[config.mk]
export PLATFORM = sky130hd
export DESIGN_NAME = pim_port_regs
export DESIGN_NICKNAME = d
export VERILOG_FILES = /design/src/common/pim_pkg.sv /design/src/pim_prio_combine.sv /design/src/pim_port_regs.sv
export SDC_FILE = /design/constraint.sdc
export NUM_CORES = 1
export LEC_CHECK = 0
export BUFFER_PORTS_ARGS = -buffer_cell sky130_fd_sc_hd__buf_2
export CAP_MARGIN = 10
export CORE_MARGIN = 2
export CORE_UTILIZATION = 35
export CTS_BUF_LIST = sky130_fd_sc_hd__clkbuf_16
export DETAILED_ROUTE_END_ITERATION = 8
export GPL_TIMING_DRIVEN = 0
export SLEW_MARGIN = 25
export SYNTH_ARGS = -nofsm -noshare
export SYNTH_HDL_FRONTEND = slang
export SYNTH_SLANG_ARGS = --single-unit
[constraint.sdc]
create_clock -name clk_sys -period 8.8 [get_ports clk_sys]
set_input_delay 0.88 -clock clk_sys [delete_from_list [all_inputs] [get_ports clk_sys]]
set_output_delay 0.88 -clock clk_sys [all_outputs]
set_load 0.01 [all_outputs]
[src/common/pim_pkg.sv]
/*
  Shared constants and types for the per-port ingress rule-table access,
  mirroring and priority control registers.
  Assumes an 8-bit management register port with 16-bit addresses.
*/
package pim_pkg;

  localparam int NUM_PORTS = 5;
  localparam int NUM_CLASS = 5;
  localparam int SLOT_W    = 4;

  // Upper address digit for each register copy, in port slot order.
  localparam logic [3:0] PORT_NUMBER [NUM_PORTS] =
    '{4'h1, 4'h2, 4'h3, 4'h4, 4'h7};

  localparam logic [11:0] OFF_BYTE_EN_LOW = 12'h611;
  localparam logic [11:0] OFF_ACCESS_CTRL = 12'h612;
  localparam logic [11:0] OFF_MIRROR      = 12'h800;
  localparam logic [11:0] OFF_PRIORITY    = 12'h801;

  localparam int ACC_WRITE_DONE_BIT = 6;
  localparam int ACC_READ_DONE_BIT  = 5;
  localparam int ACC_DIR_BIT        = 4;

  localparam int MIR_RX_BIT      = 6;
  localparam int MIR_TX_BIT      = 5;
  localparam int MIR_SNIFFER_BIT = 1;

  localparam int PRI_HIGHEST_BIT = 7;
  localparam int PRI_OR_BIT      = 6;
  localparam int PRI_MAC_BIT     = 4;
  localparam int PRI_VLAN_BIT    = 3;
  localparam int PRI_DOT1P_BIT   = 2;
  localparam int PRI_DSCP_BIT    = 1;
  localparam int PRI_RULE_BIT    = 0;

  localparam logic [7:0] ACC_RESET = 8'h60;
  localparam logic [7:0] MIR_RESET = 8'h00;
  localparam logic [7:0] PRI_RESET = 8'h00;

  // Bits that software may store; all others are status or read zero.
  localparam logic [7:0] ACC_WMASK = 8'h1f;
  localparam logic [7:0] MIR_WMASK = 8'h62;
  localparam logic [7:0] PRI_WMASK = 8'hdf;

  typedef struct packed {
    logic        read;
    logic        write;
    logic [15:0] addr;
    logic [7:0]  wdata;
  } pim_reg_req_t;

  typedef struct packed {
    logic       valid;
    logic [2:0] prio;
  } pim_class_t;

  typedef struct packed {
    logic              valid;
    logic [2:0]        port;
    logic              write;
    logic [SLOT_W-1:0] slot;
    logic [7:0]        byteEn;
  } pim_table_req_t;

  typedef struct packed {
    logic rxSniff;
    logic txSniff;
    logic sniffer;
  } pim_mirror_t;

  typedef struct packed {
    logic                 highest;
    logic                 orMode;
    logic [NUM_CLASS-1:0] enable;
  } pim_prio_cfg_t;

endpackage

[src/pim_prio_combine.sv]
/*
  Combines the classifier results of one port into one ingress priority.
  Assumes classifier index i is enabled by priority control bit i.
*/
`timescale 1ns/10ps
`default_nettype none

module pim_prio_combine (
  input  wire pim_pkg::pim_prio_cfg_t                   cfg,
  input  wire pim_pkg::pim_class_t [pim_pkg::NUM_CLASS-1:0] results,
  output pim_pkg::pim_class_t                           combined
);
  import pim_pkg::*;

  always_comb begin
    combined = '0;
    if (cfg.highest) begin
      for (int i = 0; i < NUM_CLASS; i++) begin
        if (cfg.enable[i] && results[i].valid) begin
          combined.valid = 1'b1;
          if (results[i].prio > combined.prio) begin
            combined.prio = results[i].prio;
          end
        end
      end
    end else if (cfg.orMode) begin
      for (int i = 0; i < NUM_CLASS; i++) begin
        if (cfg.enable[i] && results[i].valid) begin
          combined.valid = 1'b1;
          combined.prio  = combined.prio | results[i].prio;
        end
      end
    end else begin
      // Without a combining mode the lowest enabled index wins, so the
      // rule-table result overrides the packet-field classifiers.
      for (int i = NUM_CLASS - 1; i >= 0; i--) begin
        if (cfg.enable[i] && results[i].valid) begin
          combined = results[i];
        end
      end
    end
  end

endmodule

`default_nettype wire

[src/pim_port_regs.sv]
/*
  Per-port rule-table access control, mirroring and priority control
  registers for five switch ports, with the request path to the rule
  table and the mirroring and classification controls they steer.
  Assumes a synchronous register port that offers one access per cycle
  and a rule-table engine that reports each finished transfer once.
*/
`timescale 1ns/10ps
`default_nettype none

// Summary of operation
// - One register copy per port, port digit addresses.
// - Access control holds direction bit and slot index.
// - Write-done flag reads one once write finishes.
// - Read-done flag reads one once read finishes.
// - Receive sniff marks received packets as monitored.
// - Transmit sniff marks transmitted packets as monitored.
// - Sniffer bit makes port transmit monitored packets.
// - Highest mode picks largest available classified priority.
// - OR mode combines available priorities bitwise.
// - MAC classification enabled by bit four.
// - VLAN classification enabled by bit three.
// - 802.1p classification enabled by bit two.
// - Diffserv classification enabled by bit one.
// - Rule-table priority enabled by bit zero.
// - Byte-enable low write launches transfer with enables.
module pim_port_regs (
  input  wire logic                   clk_sys,
  input  wire logic                   reset,
  input  wire pim_pkg::pim_reg_req_t  regReq,
  output logic [7:0]                  regRdata,
  output logic                        regRvalid,
  output pim_pkg::pim_table_req_t     tableReq,
  input  wire logic                   tableDone,
  input  wire logic [2:0]             tableDonePort,
  input  wire logic [pim_pkg::NUM_PORTS-1:0] pktRx,
  input  wire logic [pim_pkg::NUM_PORTS-1:0] pktTx,
  input  wire pim_pkg::pim_class_t [pim_pkg::NUM_PORTS-1:0]
                                      [pim_pkg::NUM_CLASS-1:0] classIn,
  output pim_pkg::pim_mirror_t [pim_pkg::NUM_PORTS-1:0] mirrorCfg,
  output logic [pim_pkg::NUM_PORTS-1:0] snifferMask,
  output logic [pim_pkg::NUM_PORTS-1:0] pktMonitored,
  output pim_pkg::pim_class_t [pim_pkg::NUM_PORTS-1:0] ingressPrio
);
  import pim_pkg::*;

  logic [7:0] accCtrl_q [NUM_PORTS];
  logic [7:0] accCtrl_d [NUM_PORTS];
  logic [7:0] mirror_q  [NUM_PORTS];
  logic [7:0] mirror_d  [NUM_PORTS];
  logic [7:0] prio_q    [NUM_PORTS];
  logic [7:0] prio_d    [NUM_PORTS];
  logic [NUM_PORTS-1:0] lastWrite_q;
  logic [NUM_PORTS-1:0] lastWrite_d;
  logic [NUM_PORTS-1:0] portHit;
  pim_table_req_t tableReq_d;
  logic [7:0]     rdata_d;

  pim_class_t [NUM_PORTS-1:0] combined;
  pim_class_t [NUM_PORTS-1:0] ingressPrio_d;
  logic [NUM_PORTS-1:0] pktMonitored_d;

  // Register port: decode, stores, launches and completion flags.
  always_comb begin
    tableReq_d  = '0;
    rdata_d     = 8'h00;
    lastWrite_d = lastWrite_q;
    for (int p = 0; p < NUM_PORTS; p++) begin
      accCtrl_d[p] = accCtrl_q[p];
      mirror_d[p]  = mirror_q[p];
      prio_d[p]    = prio_q[p];
      portHit[p]   = (regReq.addr[15:12] == PORT_NUMBER[p]);
      if (portHit[p] && regReq.write) begin
        unique case (regReq.addr[11:0])
          OFF_ACCESS_CTRL: begin
            accCtrl_d[p] = (accCtrl_q[p] & ~ACC_WMASK)
                         | (regReq.wdata & ACC_WMASK);
          end
          OFF_MIRROR: begin
            mirror_d[p] = regReq.wdata & MIR_WMASK;
          end
          OFF_PRIORITY: begin
            prio_d[p] = regReq.wdata & PRI_WMASK;
          end
          OFF_BYTE_EN_LOW: begin
            tableReq_d.valid  = 1'b1;
            tableReq_d.port   = 3'(p);
            tableReq_d.write  = accCtrl_q[p][ACC_DIR_BIT];
            tableReq_d.slot   = accCtrl_q[p][SLOT_W-1:0];
            tableReq_d.byteEn = regReq.wdata;
            lastWrite_d[p]    = accCtrl_q[p][ACC_DIR_BIT];
            if (accCtrl_q[p][ACC_DIR_BIT]) begin
              accCtrl_d[p][ACC_WRITE_DONE_BIT] = 1'b0;
            end else begin
              accCtrl_d[p][ACC_READ_DONE_BIT] = 1'b0;
            end
          end
          default: begin
          end
        endcase
      end
      // Completion is applied last so that it wins over a same-cycle clear.
      if (tableDone && tableDonePort == 3'(p)) begin
        if (lastWrite_q[p]) begin
          accCtrl_d[p][ACC_WRITE_DONE_BIT] = 1'b1;
        end else begin
          accCtrl_d[p][ACC_READ_DONE_BIT] = 1'b1;
        end
      end
      if (portHit[p] && regReq.read) begin
        unique case (regReq.addr[11:0])
          OFF_ACCESS_CTRL: rdata_d = accCtrl_q[p];
          OFF_MIRROR:      rdata_d = mirror_q[p];
          OFF_PRIORITY:    rdata_d = prio_q[p];
          default:         rdata_d = 8'h00;
        endcase
      end
    end
  end

  always_ff @(posedge clk_sys) begin
    if (reset) begin
      for (int p = 0; p < NUM_PORTS; p++) begin
        accCtrl_q[p] <= ACC_RESET;
        mirror_q[p]  <= MIR_RESET;
        prio_q[p]    <= PRI_RESET;
      end
      lastWrite_q <= '0;
      tableReq    <= '0;
      regRdata    <= 8'h00;
      regRvalid   <= 1'b0;
    end else begin
      accCtrl_q   <= accCtrl_d;
      mirror_q    <= mirror_d;
      prio_q      <= prio_d;
      lastWrite_q <= lastWrite_d;
      tableReq    <= tableReq_d;
      regRdata    <= rdata_d;
      regRvalid   <= regReq.read;
    end
  end

  // Mirroring and priority classification per port.
  for (genvar p = 0; p < NUM_PORTS; p++) begin : g_port
    pim_prio_cfg_t cfg;
    assign cfg.highest = prio_q[p][PRI_HIGHEST_BIT];
    assign cfg.orMode  = prio_q[p][PRI_OR_BIT];
    // Classifier index equals its enable bit position.
    assign cfg.enable  = {prio_q[p][PRI_MAC_BIT],
                          prio_q[p][PRI_VLAN_BIT],
                          prio_q[p][PRI_DOT1P_BIT],
                          prio_q[p][PRI_DSCP_BIT],
                          prio_q[p][PRI_RULE_BIT]};

    assign mirrorCfg[p].rxSniff = mirror_q[p][MIR_RX_BIT];
    assign mirrorCfg[p].txSniff = mirror_q[p][MIR_TX_BIT];
    assign mirrorCfg[p].sniffer = mirror_q[p][MIR_SNIFFER_BIT];
    assign snifferMask[p] = mirror_q[p][MIR_SNIFFER_BIT];

    pim_prio_combine u_combine (
      .cfg      (cfg),
      .results  (classIn[p]),
      .combined (combined[p])
    );
  end

  always_comb begin
    for (int p = 0; p < NUM_PORTS; p++) begin
      pktMonitored_d[p] = (pktRx[p] && mirror_q[p][MIR_RX_BIT])
                       || (pktTx[p] && mirror_q[p][MIR_TX_BIT]);
      ingressPrio_d[p]  = combined[p];
    end
  end

  always_ff @(posedge clk_sys) begin
    if (reset) begin
      pktMonitored <= '0;
      ingressPrio  <= '0;
    end else begin
      pktMonitored <= pktMonitored_d;
      ingressPrio  <= ingressPrio_d;
    end
  end

  // Checks, one set per port.
  for (genvar p = 0; p < NUM_PORTS; p++) begin : g_chk
    launch_req_a: assert property (
      @(posedge clk_sys) disable iff (reset)
      regReq.write && regReq.addr == {PORT_NUMBER[p], OFF_BYTE_EN_LOW}
      |=> tableReq.valid && tableReq.port == 3'(p)
          && tableReq.byteEn == $past(regReq.wdata))
      else $error("byte-enable write did not launch a transfer");

    launch_clear_a: assert property (
      @(posedge clk_sys) disable iff (reset)
      regReq.write && regReq.addr == {PORT_NUMBER[p], OFF_BYTE_EN_LOW}
      && accCtrl_q[p][ACC_DIR_BIT] && !tableDone
      |=> !accCtrl_q[p][ACC_WRITE_DONE_BIT])
      else $error("write launch left write-done set");

    write_done_a: assert property (
      @(posedge clk_sys) disable iff (reset)
      tableDone && tableDonePort == 3'(p) && lastWrite_q[p]
      |=> accCtrl_q[p][ACC_WRITE_DONE_BIT])
      else $error("write-done not set on completion");

    read_pend_a: assert property (
      @(posedge clk_sys) disable iff (reset)
      $fell(accCtrl_q[p][ACC_READ_DONE_BIT])
      |-> !accCtrl_q[p][ACC_READ_DONE_BIT]
          until (tableDone && tableDonePort == 3'(p)))
      else $error("read-done rose without completion");

    reset_val_a: assert property (
      @(posedge clk_sys)
      $past(reset) |-> accCtrl_q[p] == ACC_RESET
                    && mirror_q[p] == MIR_RESET && prio_q[p] == PRI_RESET)
      else $error("register not at reset value");

    rx_mon_a: assert property (
      @(posedge clk_sys) disable iff (reset)
      pktRx[p] && mirrorCfg[p].rxSniff |=> pktMonitored[p])
      else $error("received packet not marked monitored");

    no_mon_a: assert property (
      @(posedge clk_sys) disable iff (reset)
      !(pktTx[p] && mirrorCfg[p].txSniff)
      && !(pktRx[p] && mirrorCfg[p].rxSniff) |=> !pktMonitored[p])
      else $error("packet marked monitored without sniff");

    prio_read_a: assert property (
      @(posedge clk_sys) disable iff (reset)
      regReq.read && !regReq.write
      && regReq.addr == {PORT_NUMBER[p], OFF_PRIORITY}
      |=> regRvalid && regRdata == $past(prio_q[p]))
      else $error("priority control read back wrong");

    no_class_a: assert property (
      @(posedge clk_sys) disable iff (reset)
      prio_q[p][4:0] == 5'h00 |=> !ingressPrio[p].valid)
      else $error("priority valid with no classifier enabled");
  end

endmodule

`default_nettype wire

==> results.json, run 1 <==
{
  "cts_sinks": 141,
  "cp_max_fo": 6,
  "clockBufferDepth": 2,
  "synth_edf_count": 0,
  "track_usage": 0.242,
  "final_cell_area_mm2": 0.0117,
  "cp-end-kind": "flip-flop",
  "cts_buffers": 17,
  "rrSetupSlack_ps": 2530,
  "reg2reg_depth": 24,
  "worst_clock_skew_ps": 16.1,
  "min_path_cells": 2,
  "r2r_end": "ingressPrio[12]",
  "ctsHoldBuffers": 0,
  "syn_avg_cell_area_um2": 7.68,
  "drt_wl_total_um": 35700,
  "grt_pass1_wl_um": 54000,
  "ys_types": 62,
  "cts_tree": "yes",
  "initial_core_util": 0.356,
  "htreeDepth": 4,
  "multi_input_area_mm2": 0.00628,
  "grt_setup_unrepaired": "no",
  "nNetsFinal": 1686,
  "drv_cap": 0,
  "drt_iter0_markers": 1126,
  "grt-ovfl-total": 0,
  "areaGrowthSynthToFinish_pct": 22.3,
  "pwr-share-clk": 0.514,
  "p_switching_mw": 0.385,
  "slew_headroom": 0.283,
  "ys_ff_latch": 141,
  "power.density_mw_per_mm2": 136,
  "seq_power_share": 0.400,
  "fin_cells": 1832,
  "portBuffers": 211,
  "status": "complete, no violations",
  "post_cts_buffers": 0,
  "hp-start": "lastWrite_q[2]",
  "syn_inst": 1249,
  "seq_area_mm2": 0.00282,
  "fillCellCount": 2760,
  "hold-worst-slack_ps": 471,
  "ant_nets": 0,
  "core-area_mm2": 0.0270,
  "yosysTopAreaCell": "dfxtp_1",
  "synth_commonest_cells": "nand2_1, dfxtp_1, a21oi_1, nor2_1, nand3_1",
  "pre_cts_slack_ps": 2130,
  "hold_viol_final": 0,
  "timing.final.crit_share": 0.721,
  "vdd_drop_max_uv": 130,
  "fmax_ghz": 0.158,
  "period_needed_ps": 6340,
  "drt-wirelength-per-cell_um": 19.5,
  "grt_max_degree": 17,
  "yosysMostFrequentCell": "nand2_1",
  "viasPerCell": 5.83,
  "vias": 10700,
  "rows": 60,
  "synthTopCellsByArea": "dfxtp_1, ha_1, a21oi_1",
  "die_w_um": 170,
  "clk_root_buffer_cell": "clkbuf_16",
  "yosys_warnings": 0,
  "antenna_found_initial": 0,
  "dp.cells": 1801,
  "holdCritPathClass": "reg -> reg",
  "grt_pass1_vias": 9624,
  "synth_top_flop_cell": "dfxtp_1",
  "power.share.switching": 0.241,
  "netlist.area_leader.share": 0.294,
  "start_kind": "primary input",
  "r2r_start": "g_port[3].cfg[0]",
  "p_leak_nw": 4.78,
  "comb_power_share": 0.086,
  "crit_required_ps": 9050,
  "drive_gt1_frac": 0.200,
  "internal_power_mw": 1.21,
  "clk_latency_ps": 430,
  "cts_resized": 0,
  "syn_area_mm2": 0.00960,
  "drc": 0,
  "yosysSeqAreaShare": 0.294,
  "path_clk_slew_ps": 60,
  "ios": 213,
  "timing.final.ws_setup_ps": 2460,
  "worstPathArrival_ps": 6590,
  "first_pass_iters": 6,
  "synth_nets": 1456,
  "placed_area_mm2": 0.0111,
  "critPathKind": "in -> reg",
  "tightest_slew_ps": 1080,
  "setup_tns_ps": 0,
  "slew_viol_final": 0,
  "hpwlAfterDp_um": 27600,
  "synthArstFlopShare": 0,
  "hold_end": "lastWrite_q[2]",
  "die_area_mm2": 0.0288,
  "setup_viol": 0,
  "place.gp.congestion": 0.978,
  "die_h_um": 170
}
[state kept, by name, summed over array words and instances, names as in the netlist]
| signal | count |
|---|---|
| ingressPrio | 20 |
| regRvalid | 1 |
| accCtrl_q | 35 |
| g_port.cfg | 35 |
| lastWrite_q | 5 |
| regRdata | 8 |
| mirrorCfg | 15 |
| tableReq | 17 |
| pktMonitored | 5 |
[worst max-delay path, cell delays in order]
cell and delay, ps:
buf_2 120, and3_1 240, inv_1 90, ha_1 200
or2_2 290, o2111ai_1 320, mux2_2 410, ha_1 170
nand2b_1 140, a211oi_1 460, nand2_1 240, nand2_1 130
o21ai_0 140, ha_1 330, nand2b_1 60, a21oi_1 270
nand2_1 210, mux2_2 310, ha_1 280, nand3_1 70
o2111ai_1 130, or2_2 360, o211a_1 120, a222oi_1 420
a221oi_1 180
[cells by family after synthesis]
| family | share of synthesized area |
|---|---|
| AOI/OAI and AO/OA | 0.254 |
| adders and majority gates | 0.0848 |
| buffers and inverters | 0.0523 |
| DFF | 0.294 |
| muxes | 0.0591 |
| and+or+nand+nor | 0.255 |
[final cells by class]
class,count,area share
flip-flops and latches,141,0.241
multi-input cells,987,0.535
inverters,57,0.0182
clock inverters,12,0.0189
clock buffers,17,0.0362
well taps,341,0.0364
diodes,2,0.000426
plain buffers,64,0.0245
repair buffers,211,0.0900
[power by group through the flow]
stage | Combinational [mW] | Sequential, mW | Clock [mW]
after floorplan | 0.0556 | 0.653 | 0
after global placement | 0.132 | 0.653 | 0
after detailed placement | 0.134 | 0.653 | 0
after CTS | 0.135 | 0.638 | 0.831
after global routing | 0.150 | 0.638 | 0.858
final | 0.138 | 0.638 | 0.822
[routing by layer]
layer	part of all wire	GRT usage	wire, µm
met1	0.45	0.335	16000
met4	0.025	0.0821	896
met3	0.089	0.0522	3190
met2	0.44	0.374	15600
met5	0	0	0
[layout by cell type (no fill, tap or decap), types with 5 or more instances in the layout]
cell / count
a221o_1: 8
and2_1: 26
ha_1: 65
dfxtp_1: 141
a311oi_1: 7
a221oi_1: 14
o2111ai_1: 15
a21oi_1: 114
nor3_1: 19
mux2_2: 21
o21ai_0: 66
nor4_1: 5
nor2_1: 108
a31oi_1: 21
o211ai_1: 18
and3_1: 29
nand3b_1: 6
nand4_1: 8
o21a_1: 9
mux2i_1: 33
or2_2: 11
buf_2: 219
nor2b_1: 13
nand3_1: 68
o211a_1: 10
or3_1: 7
buf_4: 6
nor3b_1: 8
nand2b_1: 23
clkbuf_1: 46
clkbuf_16: 17
bufinv_16: 6
a22oi_1: 31
nand2_1: 151
a222oi_1: 14
inv_1: 57
a211oi_1: 18
[per-stage QoR]
stage | utilization | power [mW]
final | 0.435 | 1.60
after global placement | 0.411 | 0.785
after CTS | 0.435 | 1.60
after global routing | 0.435 | 1.65
after detailed placement | 0.411 | 0.787
after floorplan | - | 0.708
[how the worst max path moves through the flow]
| stage | from | endpoint | slack (ps) |
|---|---|---|---|
| 3_5_place_dp | classIn[63] | ingressPrio[12] | 2130 |
| 6_report | classIn[63] | ingressPrio[12] | 2460 |
| 3_3_place_gp | classIn[43] | ingressPrio[8] | 2200 |
| 4_1_cts | classIn[63] | ingressPrio[12] | 2560 |
| 5_1_grt | classIn[63] | ingressPrio[12] | 2070 |
| 2_1_floorplan | classIn[22] | ingressPrio[5] | 3130 |
(Power assumes the default switching activity.)
==> run 2, diff against run 1 <==
clock period = 5.5 ns   (was 8.8 ns; I/O delays follow)
==> run 2 against run 1 <==
Core utilization up 3.2 points. Clock power up 61%. Critical path depth down 2. Power up 61%. Clock skew down 5.9 ps. Sequential cell count unchanged. Hold slack worse by 120 ps. Combinational power up 78%.
==> results.json, run 2 (synthesized netlist as in run 1, its figures left out) <==
{
  "placed_area_mm2": 0.0111,
  "initial_core_util": 0.356,
  "antenna_found_initial": 1,
  "clockBufferDepth": 2,
  "final_cell_area_mm2": 0.0126,
  "drive_gt1_frac": 0.270,
  "p_leak_nw": 5.02,
  "drt-wirelength-per-cell_um": 19.7,
  "die_area_mm2": 0.0288,
  "viasPerCell": 5.83,
  "htreeDepth": 4,
  "hold-worst-slack_ps": 348,
  "clk_latency_ps": 440,
  "grt_pass1_vias": 9739,
  "grt_pass1_wl_um": 54500,
  "multi_input_area_mm2": 0.00682,
  "final_common_cell": "buf_2",
  "vias": 10900,
  "drt_wl_total_um": 36900,
  "cp_max_fo": 6,
  "cp-end-kind": "flip-flop",
  "hold_viol_final": 0,
  "track_usage": 0.245,
  "die_h_um": 170,
  "cts_sinks": 141,
  "worst_clock_skew_ps": 10.1,
  "worstPathArrival_ps": 5650,
  "fmax_ghz": 0.185,
  "path_clk_slew_ps": 60,
  "place.gp.congestion": 0.978,
  "final_cell_mix": "buf_2, nand2_1, dfxtp_1",
  "nNetsFinal": 1725,
  "timing.final.crit_share": 0.982,
  "core-area_mm2": 0.0270,
  "critPathKind": "reg -> reg",
  "cts_tree": "yes",
  "portBuffers": 211,
  "power.density_mw_per_mm2": 205,
  "power.total_mw": 2.58,
  "areaGrowthSynthToFinish_pct": 31.2,
  "cts_buffers": 17,
  "first_pass_iters": 6,
  "status": "complete, no violations",
  "slew_viol_final": 0,
  "drv_cap": 0,
  "seq_area_mm2": 0.00284,
  "clk_root_buffer_cell": "clkbuf_16",
  "start_kind": "flip-flop",
  "period_needed_ps": 5400,
  "ctsHoldBuffers": 0,
  "ant_nets": 0,
  "drt_iter0_markers": 1126,
  "vdd_drop_max_uv": 208,
  "slew_headroom": 0.274,
  "ios": 213,
  "tightest_slew_ps": 1090,
  "hpwlAfterDp_um": 27600,
  "grt-ovfl-total": 0,
  "fillCellCount": 2684,
  "grt_max_degree": 17,
  "die_w_um": 170,
  "crit_required_ps": 5750,
  "rows": 60,
  "drc": 0,
  "setup_viol": 0,
  "holdCritPathClass": "in -> reg"
}
run 2: cell count changes in the layout (fill, tap and decap cells not counted), sizes merged:
cell,delta
diode,+1
buf,+39
run 2: metrics by stage:
step	setup WS, ps	util	setup TNS [ps]	std cells
after floorplan	156	-	0	1249
after global placement	-767	0.411	-7370	1801
after detailed placement	-845	0.411	-8410	1801
after CTS	8.54	0.445	0	1835
after global routing	-53.8	0.467	-204	1870
final	100	0.467	0	1872
run 2: final timing paths:
path	cells after the start	endpoint	slack (ps)	from
max	23	ingressPrio[12]	100	g_port[3].cfg[0]
min reg2reg	2	accCtrl_q[29]	470	accCtrl_q[29]
max reg2reg	23	ingressPrio[12]	100	g_port[3].cfg[0]
min	3	pktMonitored[3]	350	pktTx[3]
run 2: area by class of cell:
type                       instances  share of cell area
sequential                       141               0.226
multi-input combinational        987               0.542
timing repair buffer             250               0.107
inverter                          57              0.0170
clock buffer                      17              0.0338
tap                              341              0.0339
antenna                            3            0.000596
clock inverter                    12              0.0176
buffer                            64              0.0229
run 2: critical path, cell delays in order, from the launching register on:
cell and delay (ps):
dfxtp_4 380, and3_4 200, inv_1 60, ha_1 200, or2_4 250, o2111ai_4 240, mux2_4 340, ha_1 170
nand2b_1 140, a211oi_2 230, buf_4 160, mux2_2 350, ha_4 220, o211ai_1 250, a21oi_4 70, nand2_2 100
mux2_2 360, ha_4 220, nand3_2 60, o2111ai_2 140, or2_4 310, o211a_1 110, a222oi_1 440, a221oi_1 190
run 2: metal layers:
metal / vias up / track usage / wire length [µm]
met5: - / 0 / 0
met4: 0 / 0.0907 / 1110
met3: 72 / 0.0513 / 3230
met2: 553 / 0.375 / 16300
met1: 5153 / 0.338 / 16300
li1: 5141 / - / -
run 2: power breakdown:
part           switching (mW)  internal (mW)
logic                   0.160         0.0857
registers           0.0000786           1.02
clock network           0.474          0.841
run 2: timing repair:
action | CTS | global route
endpoints found under the setup margin | 15 | 10
pin swaps | 15 | 52
gates resized for setup | 52 | 68
buffers inserted | 5 | 34
